--- src/rtl/pif_pkg.sv ---
// Purpose: Shared constants for the peripheral interrupt flag and enable logic
// Assumes: One clock, asynchronous active-low reset
// Notes: Register indices are local choices
`default_nettype none
package pif_pkg;
    localparam int PIF_AW = 3;
    localparam int PIF_DW = 8;
    // Register addresses on the software port
    localparam logic [2:0] PIF_ADDR_CTRL = 3'h0;
    localparam logic [2:0] PIF_ADDR_EN1 = 3'h1;
    localparam logic [2:0] PIF_ADDR_EN2 = 3'h2;
    localparam logic [2:0] PIF_ADDR_REQ1 = 3'h3;
    localparam logic [2:0] PIF_ADDR_REQ2 = 3'h4;
    localparam logic [2:0] PIF_ADDR_RXDATA = 3'h5;
    localparam logic [2:0] PIF_ADDR_TXDATA = 3'h6;
    // Bit positions
    localparam int PIF_BIT_GIE = 7;
    localparam int PIF_BIT_PIE = 6;
    localparam int PIF_BIT_T1G = 7;
    localparam int PIF_BIT_ADC = 6;
    localparam int PIF_BIT_RX = 5;
    localparam int PIF_BIT_TX = 4;
    localparam int PIF_BIT_SSP = 3;
    localparam int PIF_BIT_CC1 = 2;
    localparam int PIF_BIT_T2 = 1;
    localparam int PIF_BIT_T1OV = 0;
    localparam int PIF_BIT_CC2 = 0;
    // Writable masks: rx and tx flags are read-only, gate flag follows the inverted gate
    localparam logic [7:0] PIF_REQ1_WMASK = 8'h4F;
    localparam logic [7:0] PIF_BYTE_RST = 8'h00;
    localparam logic [7:0] PIF_EN2_MASK = 8'h01;
    // Capture/compare modes
    typedef enum logic [1:0] {
        PIF_CC_CAPTURE,
        PIF_CC_COMPARE,
        PIF_CC_PWM,
        PIF_CC_OFF
    } pif_cc_mode_t;
endpackage : pif_pkg
`default_nettype wire

--- src/rtl/pif_link_if.sv ---
// Purpose: Joins peripheral event sources to the interrupt flag logic
// Assumes: Single clock domain, all signals synchronous
// Notes: Events are one-cycle pulses, levels are levels
`default_nettype none
interface pif_link_if;
    import pif_pkg::*;
    logic t1_gate_active;
    logic adc_done;
    logic rx_full;
    logic tx_empty;
    logic ssp_done;
    logic cc1_capture;
    logic cc1_match;
    pif_cc_mode_t cc1_mode;
    logic cc2_capture;
    logic cc2_match;
    pif_cc_mode_t cc2_mode;
    logic t2_match;
    logic t1_overflow;
    logic rx_data_read;
    logic tx_data_write;
    logic cpu_irq;
    modport dev (
        input t1_gate_active, adc_done, rx_full, tx_empty, ssp_done,
        input cc1_capture, cc1_match, cc1_mode, cc2_capture, cc2_match, cc2_mode,
        input t2_match, t1_overflow,
        output rx_data_read, tx_data_write, cpu_irq
    );
    modport per (
        output t1_gate_active, adc_done, rx_full, tx_empty, ssp_done,
        output cc1_capture, cc1_match, cc1_mode, cc2_capture, cc2_match, cc2_mode,
        output t2_match, t1_overflow,
        input rx_data_read, tx_data_write, cpu_irq
    );
endinterface : pif_link_if
`default_nettype wire

--- src/rtl/pif_ctrl.sv ---
// Purpose: Peripheral interrupt request flags, enables and CPU request gating
// Assumes: Software port with read data one cycle after the read strobe
// Notes: Set wins over a software clear in the same cycle
`default_nettype none
module pif_ctrl
    import pif_pkg::*;
(
    input wire logic core_clk,
    input wire logic arst_n,
    pif_link_if.dev link,
    input wire logic [PIF_AW-1:0] sw_addr,
    input wire logic [PIF_DW-1:0] sw_wdata,
    input wire logic sw_wr,
    input wire logic sw_rd,
    output logic [PIF_DW-1:0] sw_rdata,
    output logic [PIF_DW-1:0] serial_tx_data_reg,
    input wire logic [PIF_DW-1:0] serial_rx_data_reg
);
    logic [7:0] irq_control_reg_ff;
    logic [7:0] periph_enable_reg_one_ff;
    logic capcmp_two_irq_enable_ff;
    logic [7:0] req_ff;
    logic capcmp_two_flag_ff;
    logic [7:0] sw_rdata_ff;
    logic [7:0] tx_data_ff;
    logic [7:0] nxt_req;
    logic nxt_cc2;

    wire wr_ctrl = sw_wr && (sw_addr == PIF_ADDR_CTRL);
    wire wr_en1 = sw_wr && (sw_addr == PIF_ADDR_EN1);
    wire wr_en2 = sw_wr && (sw_addr == PIF_ADDR_EN2);
    wire wr_req1 = sw_wr && (sw_addr == PIF_ADDR_REQ1);
    wire wr_req2 = sw_wr && (sw_addr == PIF_ADDR_REQ2);
    wire wr_tx = sw_wr && (sw_addr == PIF_ADDR_TXDATA);
    wire rd_rx = sw_rd && (sw_addr == PIF_ADDR_RXDATA);

    function automatic logic cc_event(input pif_cc_mode_t mode, input logic cap,
                                      input logic match);
        unique case (mode)
            PIF_CC_CAPTURE: cc_event = cap;
            PIF_CC_COMPARE: cc_event = match;
            PIF_CC_PWM: cc_event = 1'b0;
            PIF_CC_OFF: cc_event = 1'b0;
        endcase
    endfunction : cc_event

    wire cc1_evt = cc_event(link.cc1_mode, link.cc1_capture, link.cc1_match);
    wire cc2_evt = cc_event(link.cc2_mode, link.cc2_capture, link.cc2_match);

    wire [7:0] set_vec = {1'b0, link.adc_done, 2'b00, link.ssp_done, cc1_evt,
                          link.t2_match, link.t1_overflow};

    always_comb begin
        nxt_req = req_ff;
        if (wr_req1) begin
            nxt_req = (req_ff & ~PIF_REQ1_WMASK) | (sw_wdata & PIF_REQ1_WMASK);
        end
        nxt_req = nxt_req | set_vec;
        nxt_cc2 = wr_req2 ? sw_wdata[PIF_BIT_CC2] : capcmp_two_flag_ff;
        nxt_cc2 = nxt_cc2 | cc2_evt;
    end

    wire [7:0] req_view = {~link.t1_gate_active, req_ff[PIF_BIT_ADC], link.rx_full,
                           link.tx_empty, req_ff[PIF_BIT_SSP:PIF_BIT_T1OV]};

    wire [7:0] en2_view = {7'h00, capcmp_two_irq_enable_ff};

    wire [7:0] rd_mux = (sw_addr == PIF_ADDR_CTRL) ? irq_control_reg_ff :
                        (sw_addr == PIF_ADDR_EN1) ? periph_enable_reg_one_ff :
                        (sw_addr == PIF_ADDR_EN2) ? en2_view :
                        (sw_addr == PIF_ADDR_REQ1) ? req_view :
                        (sw_addr == PIF_ADDR_REQ2) ? {7'h00, capcmp_two_flag_ff} :
                        (sw_addr == PIF_ADDR_RXDATA) ? serial_rx_data_reg :
                        (sw_addr == PIF_ADDR_TXDATA) ? tx_data_ff : PIF_BYTE_RST;

    wire cc2_pend = capcmp_two_flag_ff & capcmp_two_irq_enable_ff;
    wire periph_pend = (|(req_view & periph_enable_reg_one_ff)) | cc2_pend;

    wire irq_level = irq_control_reg_ff[PIF_BIT_GIE] & irq_control_reg_ff[PIF_BIT_PIE]
                     & periph_pend;

    always_ff @(posedge core_clk or negedge arst_n) begin
        if (!arst_n) begin
            irq_control_reg_ff <= PIF_BYTE_RST;
            periph_enable_reg_one_ff <= PIF_BYTE_RST;
            capcmp_two_irq_enable_ff <= 1'b0;
            req_ff <= PIF_BYTE_RST;
            capcmp_two_flag_ff <= 1'b0;
            tx_data_ff <= PIF_BYTE_RST;
            sw_rdata_ff <= PIF_BYTE_RST;
        end else begin
            if (wr_ctrl) begin
                irq_control_reg_ff <= sw_wdata;
            end
            if (wr_en1) begin
                periph_enable_reg_one_ff <= sw_wdata;
            end
            if (wr_en2) begin
                capcmp_two_irq_enable_ff <= |(sw_wdata & PIF_EN2_MASK);
            end
            if (wr_tx) begin
                tx_data_ff <= sw_wdata;
            end
            req_ff <= nxt_req;
            capcmp_two_flag_ff <= nxt_cc2;
            sw_rdata_ff <= sw_rd ? rd_mux : PIF_BYTE_RST;
        end
    end

    assign sw_rdata = sw_rdata_ff;
    assign serial_tx_data_reg = tx_data_ff;
    assign link.rx_data_read = rd_rx;
    assign link.tx_data_write = wr_tx;
    assign link.cpu_irq = irq_level;
endmodule : pif_ctrl
`default_nettype wire

--- src/flat_wrapper.sv ---
// flat-port wrapper written by rule: the top's interface ports become plain ports
module pif_ctrl_flat import pif_pkg::*;
  (core_clk, arst_n, sw_addr, sw_wdata, sw_wr, sw_rd, sw_rdata, serial_tx_data_reg, serial_rx_data_reg, link_t1_gate_active, link_adc_done, link_rx_full, link_tx_empty, link_ssp_done, link_cc1_capture, link_cc1_match, link_cc1_mode, link_cc2_capture, link_cc2_match, link_cc2_mode, link_t2_match, link_t1_overflow, link_rx_data_read, link_tx_data_write, link_cpu_irq);
  pif_link_if link_i ();
  input wire logic core_clk;
  input wire logic arst_n;
  input wire logic [PIF_AW-1:0] sw_addr;
  input wire logic [PIF_DW-1:0] sw_wdata;
  input wire logic sw_wr;
  input wire logic sw_rd;
  output logic [PIF_DW-1:0] sw_rdata;
  output logic [PIF_DW-1:0] serial_tx_data_reg;
  input wire logic [PIF_DW-1:0] serial_rx_data_reg;
  input wire logic [$bits(link_i.t1_gate_active)-1:0] link_t1_gate_active;
  input wire logic [$bits(link_i.adc_done)-1:0] link_adc_done;
  input wire logic [$bits(link_i.rx_full)-1:0] link_rx_full;
  input wire logic [$bits(link_i.tx_empty)-1:0] link_tx_empty;
  input wire logic [$bits(link_i.ssp_done)-1:0] link_ssp_done;
  input wire logic [$bits(link_i.cc1_capture)-1:0] link_cc1_capture;
  input wire logic [$bits(link_i.cc1_match)-1:0] link_cc1_match;
  input wire logic [$bits(link_i.cc1_mode)-1:0] link_cc1_mode;
  input wire logic [$bits(link_i.cc2_capture)-1:0] link_cc2_capture;
  input wire logic [$bits(link_i.cc2_match)-1:0] link_cc2_match;
  input wire logic [$bits(link_i.cc2_mode)-1:0] link_cc2_mode;
  input wire logic [$bits(link_i.t2_match)-1:0] link_t2_match;
  input wire logic [$bits(link_i.t1_overflow)-1:0] link_t1_overflow;
  output wire logic [$bits(link_i.rx_data_read)-1:0] link_rx_data_read;
  output wire logic [$bits(link_i.tx_data_write)-1:0] link_tx_data_write;
  output wire logic [$bits(link_i.cpu_irq)-1:0] link_cpu_irq;
  assign link_i.t1_gate_active = link_t1_gate_active;
  assign link_i.adc_done = link_adc_done;
  assign link_i.rx_full = link_rx_full;
  assign link_i.tx_empty = link_tx_empty;
  assign link_i.ssp_done = link_ssp_done;
  assign link_i.cc1_capture = link_cc1_capture;
  assign link_i.cc1_match = link_cc1_match;
  assign link_i.cc1_mode = link_cc1_mode;
  assign link_i.cc2_capture = link_cc2_capture;
  assign link_i.cc2_match = link_cc2_match;
  assign link_i.cc2_mode = link_cc2_mode;
  assign link_i.t2_match = link_t2_match;
  assign link_i.t1_overflow = link_t1_overflow;
  assign link_rx_data_read = link_i.rx_data_read;
  assign link_tx_data_write = link_i.tx_data_write;
  assign link_cpu_irq = link_i.cpu_irq;
  pif_ctrl u_core (.core_clk(core_clk), .arst_n(arst_n), .link(link_i), .sw_addr(sw_addr), .sw_wdata(sw_wdata), .sw_wr(sw_wr), .sw_rd(sw_rd), .sw_rdata(sw_rdata), .serial_tx_data_reg(serial_tx_data_reg), .serial_rx_data_reg(serial_rx_data_reg));
endmodule
--- config.mk ---
export PLATFORM = sky130hd
export DESIGN_NAME = pif_ctrl_flat
export DESIGN_NICKNAME = d
export VERILOG_FILES = /design/src/rtl/pif_pkg.sv /design/src/rtl/pif_link_if.sv /design/src/rtl/pif_ctrl.sv /design/src/flat_wrapper.sv
export SDC_FILE = /design/constraint.sdc
export NUM_CORES = 1
export LEC_CHECK = 0
export BUFFER_PORTS_ARGS = -buffer_cell sky130_fd_sc_hd__buf_2
export CORE_MARGIN = 5
export CORE_UTILIZATION = 51
export DETAILED_ROUTE_END_ITERATION = 6
export PLACE_DENSITY = 0.79
export SLEW_MARGIN = 20
export SYNTH_ARGS = -nofsm -noshare
export SYNTH_HDL_FRONTEND = slang
export SYNTH_SLANG_ARGS = --single-unit
export TNS_END_PERCENT = 5
--- constraint.sdc ---
create_clock -name core_clk -period 1.1 [get_ports core_clk]
set_input_delay 0.055 -clock core_clk [delete_from_list [all_inputs] [get_ports core_clk]]
set_output_delay 0.055 -clock core_clk [all_outputs]
set_load 0.01 [all_outputs]
==> flow_summary_export.csv, run 1 <==
group,metric,value,unit
route,vias,1690,
placement,gp_congestion,0.8608,
setup_path,path_delay_family,"compound AO/OA/AOI/OAI gates",
timing,period_share,137.4,%
timing,hold_ws,19.25,ps
logic_synthesis,yosys_warnings,0,
outcome,status,"complete, but fails checks",
global_route,grt_usage,21.30,%
clock_tree,htree_levels,2,
clock_tree,cts_tree,"built",
logic_synthesis,synth_seq_area_share,50.95,%
clock_tree,cts.path.max_buffers,2,
route,antenna_left,0,
logic_synthesis,synth_cell_types,36,
logic_synthesis,synth.most_common_cell,"dfrtp_1",
pwr,ir_worst_vdd,0.8239,mV
timing,tightest_slew,423.9,ps
route,drtPass1Iterations,4,
timing,min_period,1511,ps
setup_path,required,1040,ps
worst_hold_path,hold_path.class,"input port to flip-flop",
floorplan,core,3661,um^2
floorplan,num_rows,22,
setup_path,critPathBufInv,1,
placement,place_ws,-175.4,ps
setup_path,path_cells,"a22o_1, a221oi_2, a31oi_1, buf_2",
setup_path,end_kind,"output port",
pwr,power_density,1375,nW/um^2
logic_synthesis,ys_top_cells_by_count,"dfrtp_1 (39), mux2_2 (24), o21ai_0 (10)",
timing,setup_viol,1,
route,post_drt_wl_per_cell,17.59,um
outcome,violations,"negative setup slack",
logic_synthesis,synth.largest_area_cell,"dfrtp_1",
timing,setup_ws,-411.5,ps
setup_path,start_kind,"flip-flop",
placement,numPortBuffers,56,
timing,hold_viol,0,
pwr,p_leak,1.249,nW
clock_tree,numCtsBuffers,5,
finish,final_util,72.32,%
global_route,antenna_found_initial,0,
setup_path,arrival,1460,ps
global_route,gr-total-overflow,0,
setup_path,crit_fanout,2,
logic_synthesis,yosysTopAreaCellShare,50.95,%
clock_tree,root_buffer,"clkbuf_8",
setup_path,slowest_stage,"dfrtp_1",
timing,max_freq,661.6,MHz
timing,rsz0062_at_grt,"true",
clock_tree,clk_pin_slew,80,ps
global_route,grt_max_degree,40,
timing,relSlewSlack,71.74,%
logic_synthesis,synth-seq-cells,39,
floorplan,io_pins,57,
logic_synthesis,syn_inst,158,
setup_path,path_class,"flip-flop to output port",
route,drc,0,
route,first_iter_violations,158,
clock_tree,clock_latency,300,ps
finish,drive_gt1_share,51.42,%
finish,nets,286,
route,routed_wl,5189,um
global_route,grt_pass1_wl,8438,um
setup_path,critPathMaxStageDelay,410,ps
clock_tree,cts_sinks,39,
logic_synthesis,synth.area.top_cells,"dfrtp_1 (51%), mux2_2 (14%), a221oi_1 (3.7%)",
finish,diodes,0,
logic_synthesis,async_flop_share,100.0,%
logic_synthesis,syn-num-nets,196,
logic_synthesis,ys.flop_type,"dfrtp_1",
global_route,grt_pass1_vias,1738,
timing,slew_viol_final,0,
logic_synthesis,avgSynthCellArea,12.12,um^2
floorplan,die_w,71.29,um
placement,dpl.hpwl,3785,um
floorplan,dieArea,5082,um^2
timing,finalClockSkew,7.518,ps
floorplan,dieHeight,71.29,um
logic_synthesis,syn_area,1916,um^2
finish,syn_to_final_growth,38.21,%
route,viasPerCell,5.729,
logic_synthesis,synth_edf_count,0,
flow_run,drv_cap,0,
floorplan,start_util,52.32,%
[layout make-up]
class	count	area (um^2)
clock buffer	5	68.82
clock inverter	1	7.507
fill	268	1013
inverter	7	26.28
multi-input combinational	104	898.4
sequential	39	975.9
tap	48	60.06
timing repair buffer	91	610.6
[timing repair]
action                     CTS  global route
hold endpoints to repair    45             0
pin swaps                    1             0
hold buffers                 7             0
resized for setup            3             2
setup buffers                0             0
setup endpoints to repair    3             6
[report_power, final]
group / total [mW] / switching [mW] / internal [mW]
clock: 0.903 / 0.483 / 0.420
sequential: 1.84 / 0.174 / 1.67
combinational: 0.896 / 0.401 / 0.495
[metrics by stage]
step	std cells	cell area, um^2	TNS (ps)	power [mW]
after detailed placement	282	2470	-1659	2.710
after CTS	295	2635	-414.5	3.642
after global routing	295	2648	-490.7	3.804
after floorplan	158	1916	-108.4	2.273
final	295	2648	-411.5	3.641
after global placement	282	2470	-981.0	2.668
[path summary, 6_finish.rpt]
path,endpoint,startpoint,cells past startpoint,slack (ps)
min in group asynchronous,u_core.serial_tx_data_reg[3],arst_n,3,250
worst max-delay path,link_cpu_irq,u_core.req_ff[2],4,-410
worst max register to register,u_core.sw_rdata[1],u_core.periph_enable_reg_one_ff[1],4,0
worst min register to register,u_core.irq_control_reg_ff[2],u_core.irq_control_reg_ff[2],1,520
max in group asynchronous,u_core.req_ff[2],arst_n,3,650
worst min-delay path,u_core.periph_enable_reg_one_ff[7],sw_wdata[7],2,20
[placed cells by master (no fill, tap or decap), drive strengths merged, types with 2 or more instances in the layout]
cell / count
nand2b: 10
clkbuf: 5
o21ai: 10
nor2: 6
buf: 84
nor2b: 3
mux2: 24
mux2i: 6
a211o: 4
a22oi: 8
nand2: 2
dlygate4sd3: 7
a221oi: 9
inv: 6
dfrtp: 39
a211oi: 7
[routing by layer]
layer | global-route usage [%] | wire length (um) | part of all wire (%)
met2 | 35.00 | 2621 | 51
met5 | 0 | 0 | 0
met3 | 5.049 | 403 | 7.8
met1 | 27.15 | 2100 | 40
met4 | 8.351 | 63 | 1.2
[cell families (layout without fill, tap and decap cells)]
group / after synthesis / count (layout) / synth area share, %
AOI/OAI and AO/OA: 46 / 46 / 17.90
DFF: 39 / 39 / 50.95
muxes: 30 / 30 / 17.24
and+or+nand+nor: 28 / 28 / 10.12
buffers and inverters: 15 / 104 / 3.787
No activity file was read; power rests on OpenSTA's default activity.
==> inputs of run 2 (changes only) <==
--- a/config.mk
+++ b/config.mk
@@ -5,6 +5,7 @@
 export SDC_FILE = /design/constraint.sdc
 export NUM_CORES = 1
 export LEC_CHECK = 0
+export ABC_AREA = 1
 export BUFFER_PORTS_ARGS = -buffer_cell sky130_fd_sc_hd__buf_2
 export CORE_MARGIN = 5
 export CORE_UTILIZATION = 51
==> flow_summary_export.csv, run 2 <==
group,metric,value,unit
route,drc,0,
finish,layout_commonest_cell,"nand2_1",
finish,mostFrequentLayoutCells,"nand2_1 (61), buf_2 (56), dfrtp_1 (39)",
clock_tree,cts_tree,"built",
logic_synthesis,avgSynthCellArea,8.401,um^2
logic_synthesis,synth.area.top_cells,"dfrtp_1 (52%), nand2_1 (12%), o21ai_0 (8.5%)",
pwr,ir_worst_vdd,0.9667,mV
clock_tree,clk_pin_slew,80,ps
pwr,p_total,3.613,mW
setup_path,arrival,1190,ps
global_route,gr-total-overflow,0,
setup_path,path_cells,"inv_1, o211ai_1, nor2_2, a21oi_2, buf_2",
route,antenna_left,0,
placement,gp_congestion,0.8181,
timing,setup_ws,-149.1,ps
setup_path,end_kind,"output port",
logic_synthesis,synth-seq-cells,39,
clock_tree,htree_levels,2,
setup_path,r2r_end,"u_core.sw_rdata[0]",
finish,fillers,290,
logic_synthesis,yosys.area_share.adder,0,%
outcome,status,"complete, but fails checks",
finish,nets,353,
global_route,grt_pass1_wl,8231,um
worst_hold_path,min_from,"link_cc1_mode[0]",
setup_path,r2r_setup_slack,170,ps
floorplan,start_util,52.19,%
timing,hold_viol,0,
route,vias,1850,
setup_path,endpoint,"link_cpu_irq",
timing,setup_viol,1,
placement,dpl.hpwl,3649,um
logic_synthesis,syn-num-nets,262,
logic_synthesis,synth_compound_area_share,21.68,%
pwr,power_density,1398,nW/um^2
setup_path,crit_fanout,2,
logic_synthesis,synth_seq_area_share,51.86,%
outcome,violations,"negative setup slack",
setup_path,path_class,"flip-flop to output port",
floorplan,num_rows,22,
setup_path,timing.rr.start,"u_core.serial_tx_data_reg[0]",
worst_hold_path,hold_path.class,"input port to flip-flop",
clock_tree,clock_latency,290,ps
logic_synthesis,synth_top_family_by_area,"compound AO/OA/AOI/OAI gates",
route,first_iter_violations,97,
floorplan,dieHeight,70.75,um
setup_path,start_kind,"flip-flop",
logic_synthesis,synth_edf_count,0,
route,routed_wl,4953,um
logic_synthesis,ys.flop_type,"dfrtp_1",
setup_path,reg2reg_depth,6,
setup_path,slowest_stage,"dfrtp_1",
setup_path,required,1040,ps
logic_synthesis,syn_inst,224,
setup_path,startpoint,"u_core.periph_enable_reg_one_ff[7]",
timing,max_freq,800.6,MHz
logic_synthesis,synth.most_common_cell,"nand2_1",
timing,tightest_slew,346.5,ps
global_route,grt_usage,20.83,%
floorplan,core,3606,um^2
clock_tree,numCtsBuffers,5,
finish,syn_to_final_growth,37.37,%
timing,finalClockSkew,3.543,ps
logic_synthesis,yosysTopAreaCellShare,51.86,%
floorplan,io_pins,57,
timing,slew_viol_final,0,
timing,relSlewSlack,76.61,%
floorplan,dieArea,5005,um^2
global_route,grt_pass1_vias,1816,
timing,period_share,113.6,%
logic_synthesis,yosys.area_share.xor_xnor,0,%
timing,rsz0062_at_grt,"true",
floorplan,die_w,70.75,um
flow_run,drv_cap,0,
finish,drive_gt1_share,33.86,%
logic_synthesis,synth.largest_area_cell,"dfrtp_1",
clock_tree,cts.path.max_buffers,2,
timing,min_period,1249,ps
route,post_drt_wl_per_cell,13.61,um
placement,numPortBuffers,56,
setup_path,critPathMaxStageDelay,360,ps
clock_tree,cts_sinks,39,
logic_synthesis,async_flop_share,100.0,%
clock_tree,root_buffer,"clkbuf_8",
route,viasPerCell,5.082,
placement,place_ws,-16.23,ps
logic_synthesis,synthSimpleGateAreaFrac,20.21,%
logic_synthesis,yosys_warnings,0,
global_route,grt_max_degree,40,
global_route,antenna_found_initial,0,
route,drtPass1Iterations,4,
logic_synthesis,syn_area,1882,um^2
pwr,p_leak,1.383,nW
logic_synthesis,synthMuxAreaShare,0,%
logic_synthesis,synth_cell_types,20,
logic_synthesis,ys_top_cells_by_count,"nand2_1 (61), dfrtp_1 (39), o21ai_0 (32)",
finish,diodes,0,
[run 2: report_power, final]
group          switching, mW  leakage, nW  internal [mW]
sequential             0.144        0.476           1.64
clock                  0.499       0.0505          0.570
combinational          0.412        0.857          0.350
[run 2: critical path, delay by kind of cell, from the launching register on]
| family | cells | cell delay, ps |
|---|---|---|
| and+or+nand+nor | 1 | 60 |
| buffers and inverters | 2 | 180 |
| DFF | 1 | 360 |
| AOI/OAI and AO/OA | 2 | 300 |
[run 2: metal layers]
layer	global-route usage, %	routed length, um
met5	0	0
met1	26.08	2074
met3	6.108	259
met4	8.559	123
met2	33.78	2497
[run 2: final cells by class]
type | instances | area, um^2 | share of cell area, %
multi-input cells | 158 | 802.0 | 31.03
well taps | 48 | 60.06 | 2.323
clock inverters | 1 | 7.507 | 0.2904
clock buffers | 7 | 96.34 | 3.727
repair buffers | 87 | 553.0 | 21.39
inverters | 24 | 90.09 | 3.485
flip-flops and latches | 39 | 975.9 | 37.75
[run 2: worst min-delay path by stage]
stage	depth (start not counted)	slack (ps)	end
floorplan	0	-240	u_core.capcmp_two_flag_ff
global placement	2	40	u_core.serial_tx_data_reg[0]
detailed placement	2	40	u_core.serial_tx_data_reg[0]
CTS	3	20	u_core.req_ff[2]
global route	3	30	u_core.req_ff[2]
finish	3	30	u_core.req_ff[2]
[run 2: stage by stage]
stage               util (%)  hold slack (ps)  area (um^2)  cells  TNS, ps
floorplan                  -           -240.6         1882    224        0
global placement       64.95            39.49         2342    343        0
detailed placement     64.95            38.52         2342    343   -22.73
CTS                    71.10            23.30         2564    363   -201.4
global route           71.69            27.62         2585    364   -218.9
finish                 71.69            34.63         2585    364   -149.1
[run 2: logic make-up (layout without fill, tap and decap cells)]
kind of cell	after synthesis	count (layout)
AOI/OAI and AO/OA	74	74
and+or+nand+nor	84	84
buffers and inverters	27	119
DFF	39	39
[run 2: what timing repair did]
| action | 4_1_cts | 5_1_grt |
|---|---|---|
| pin swaps | 1 | 2 |
| hold endpoints to repair | 44 | 0 |
| resized for setup | 0 | 5 |
| buffers inserted | 1 | 1 |
| hold buffers | 11 | 0 |
| endpoints found under the setup margin | 1 | 2 |
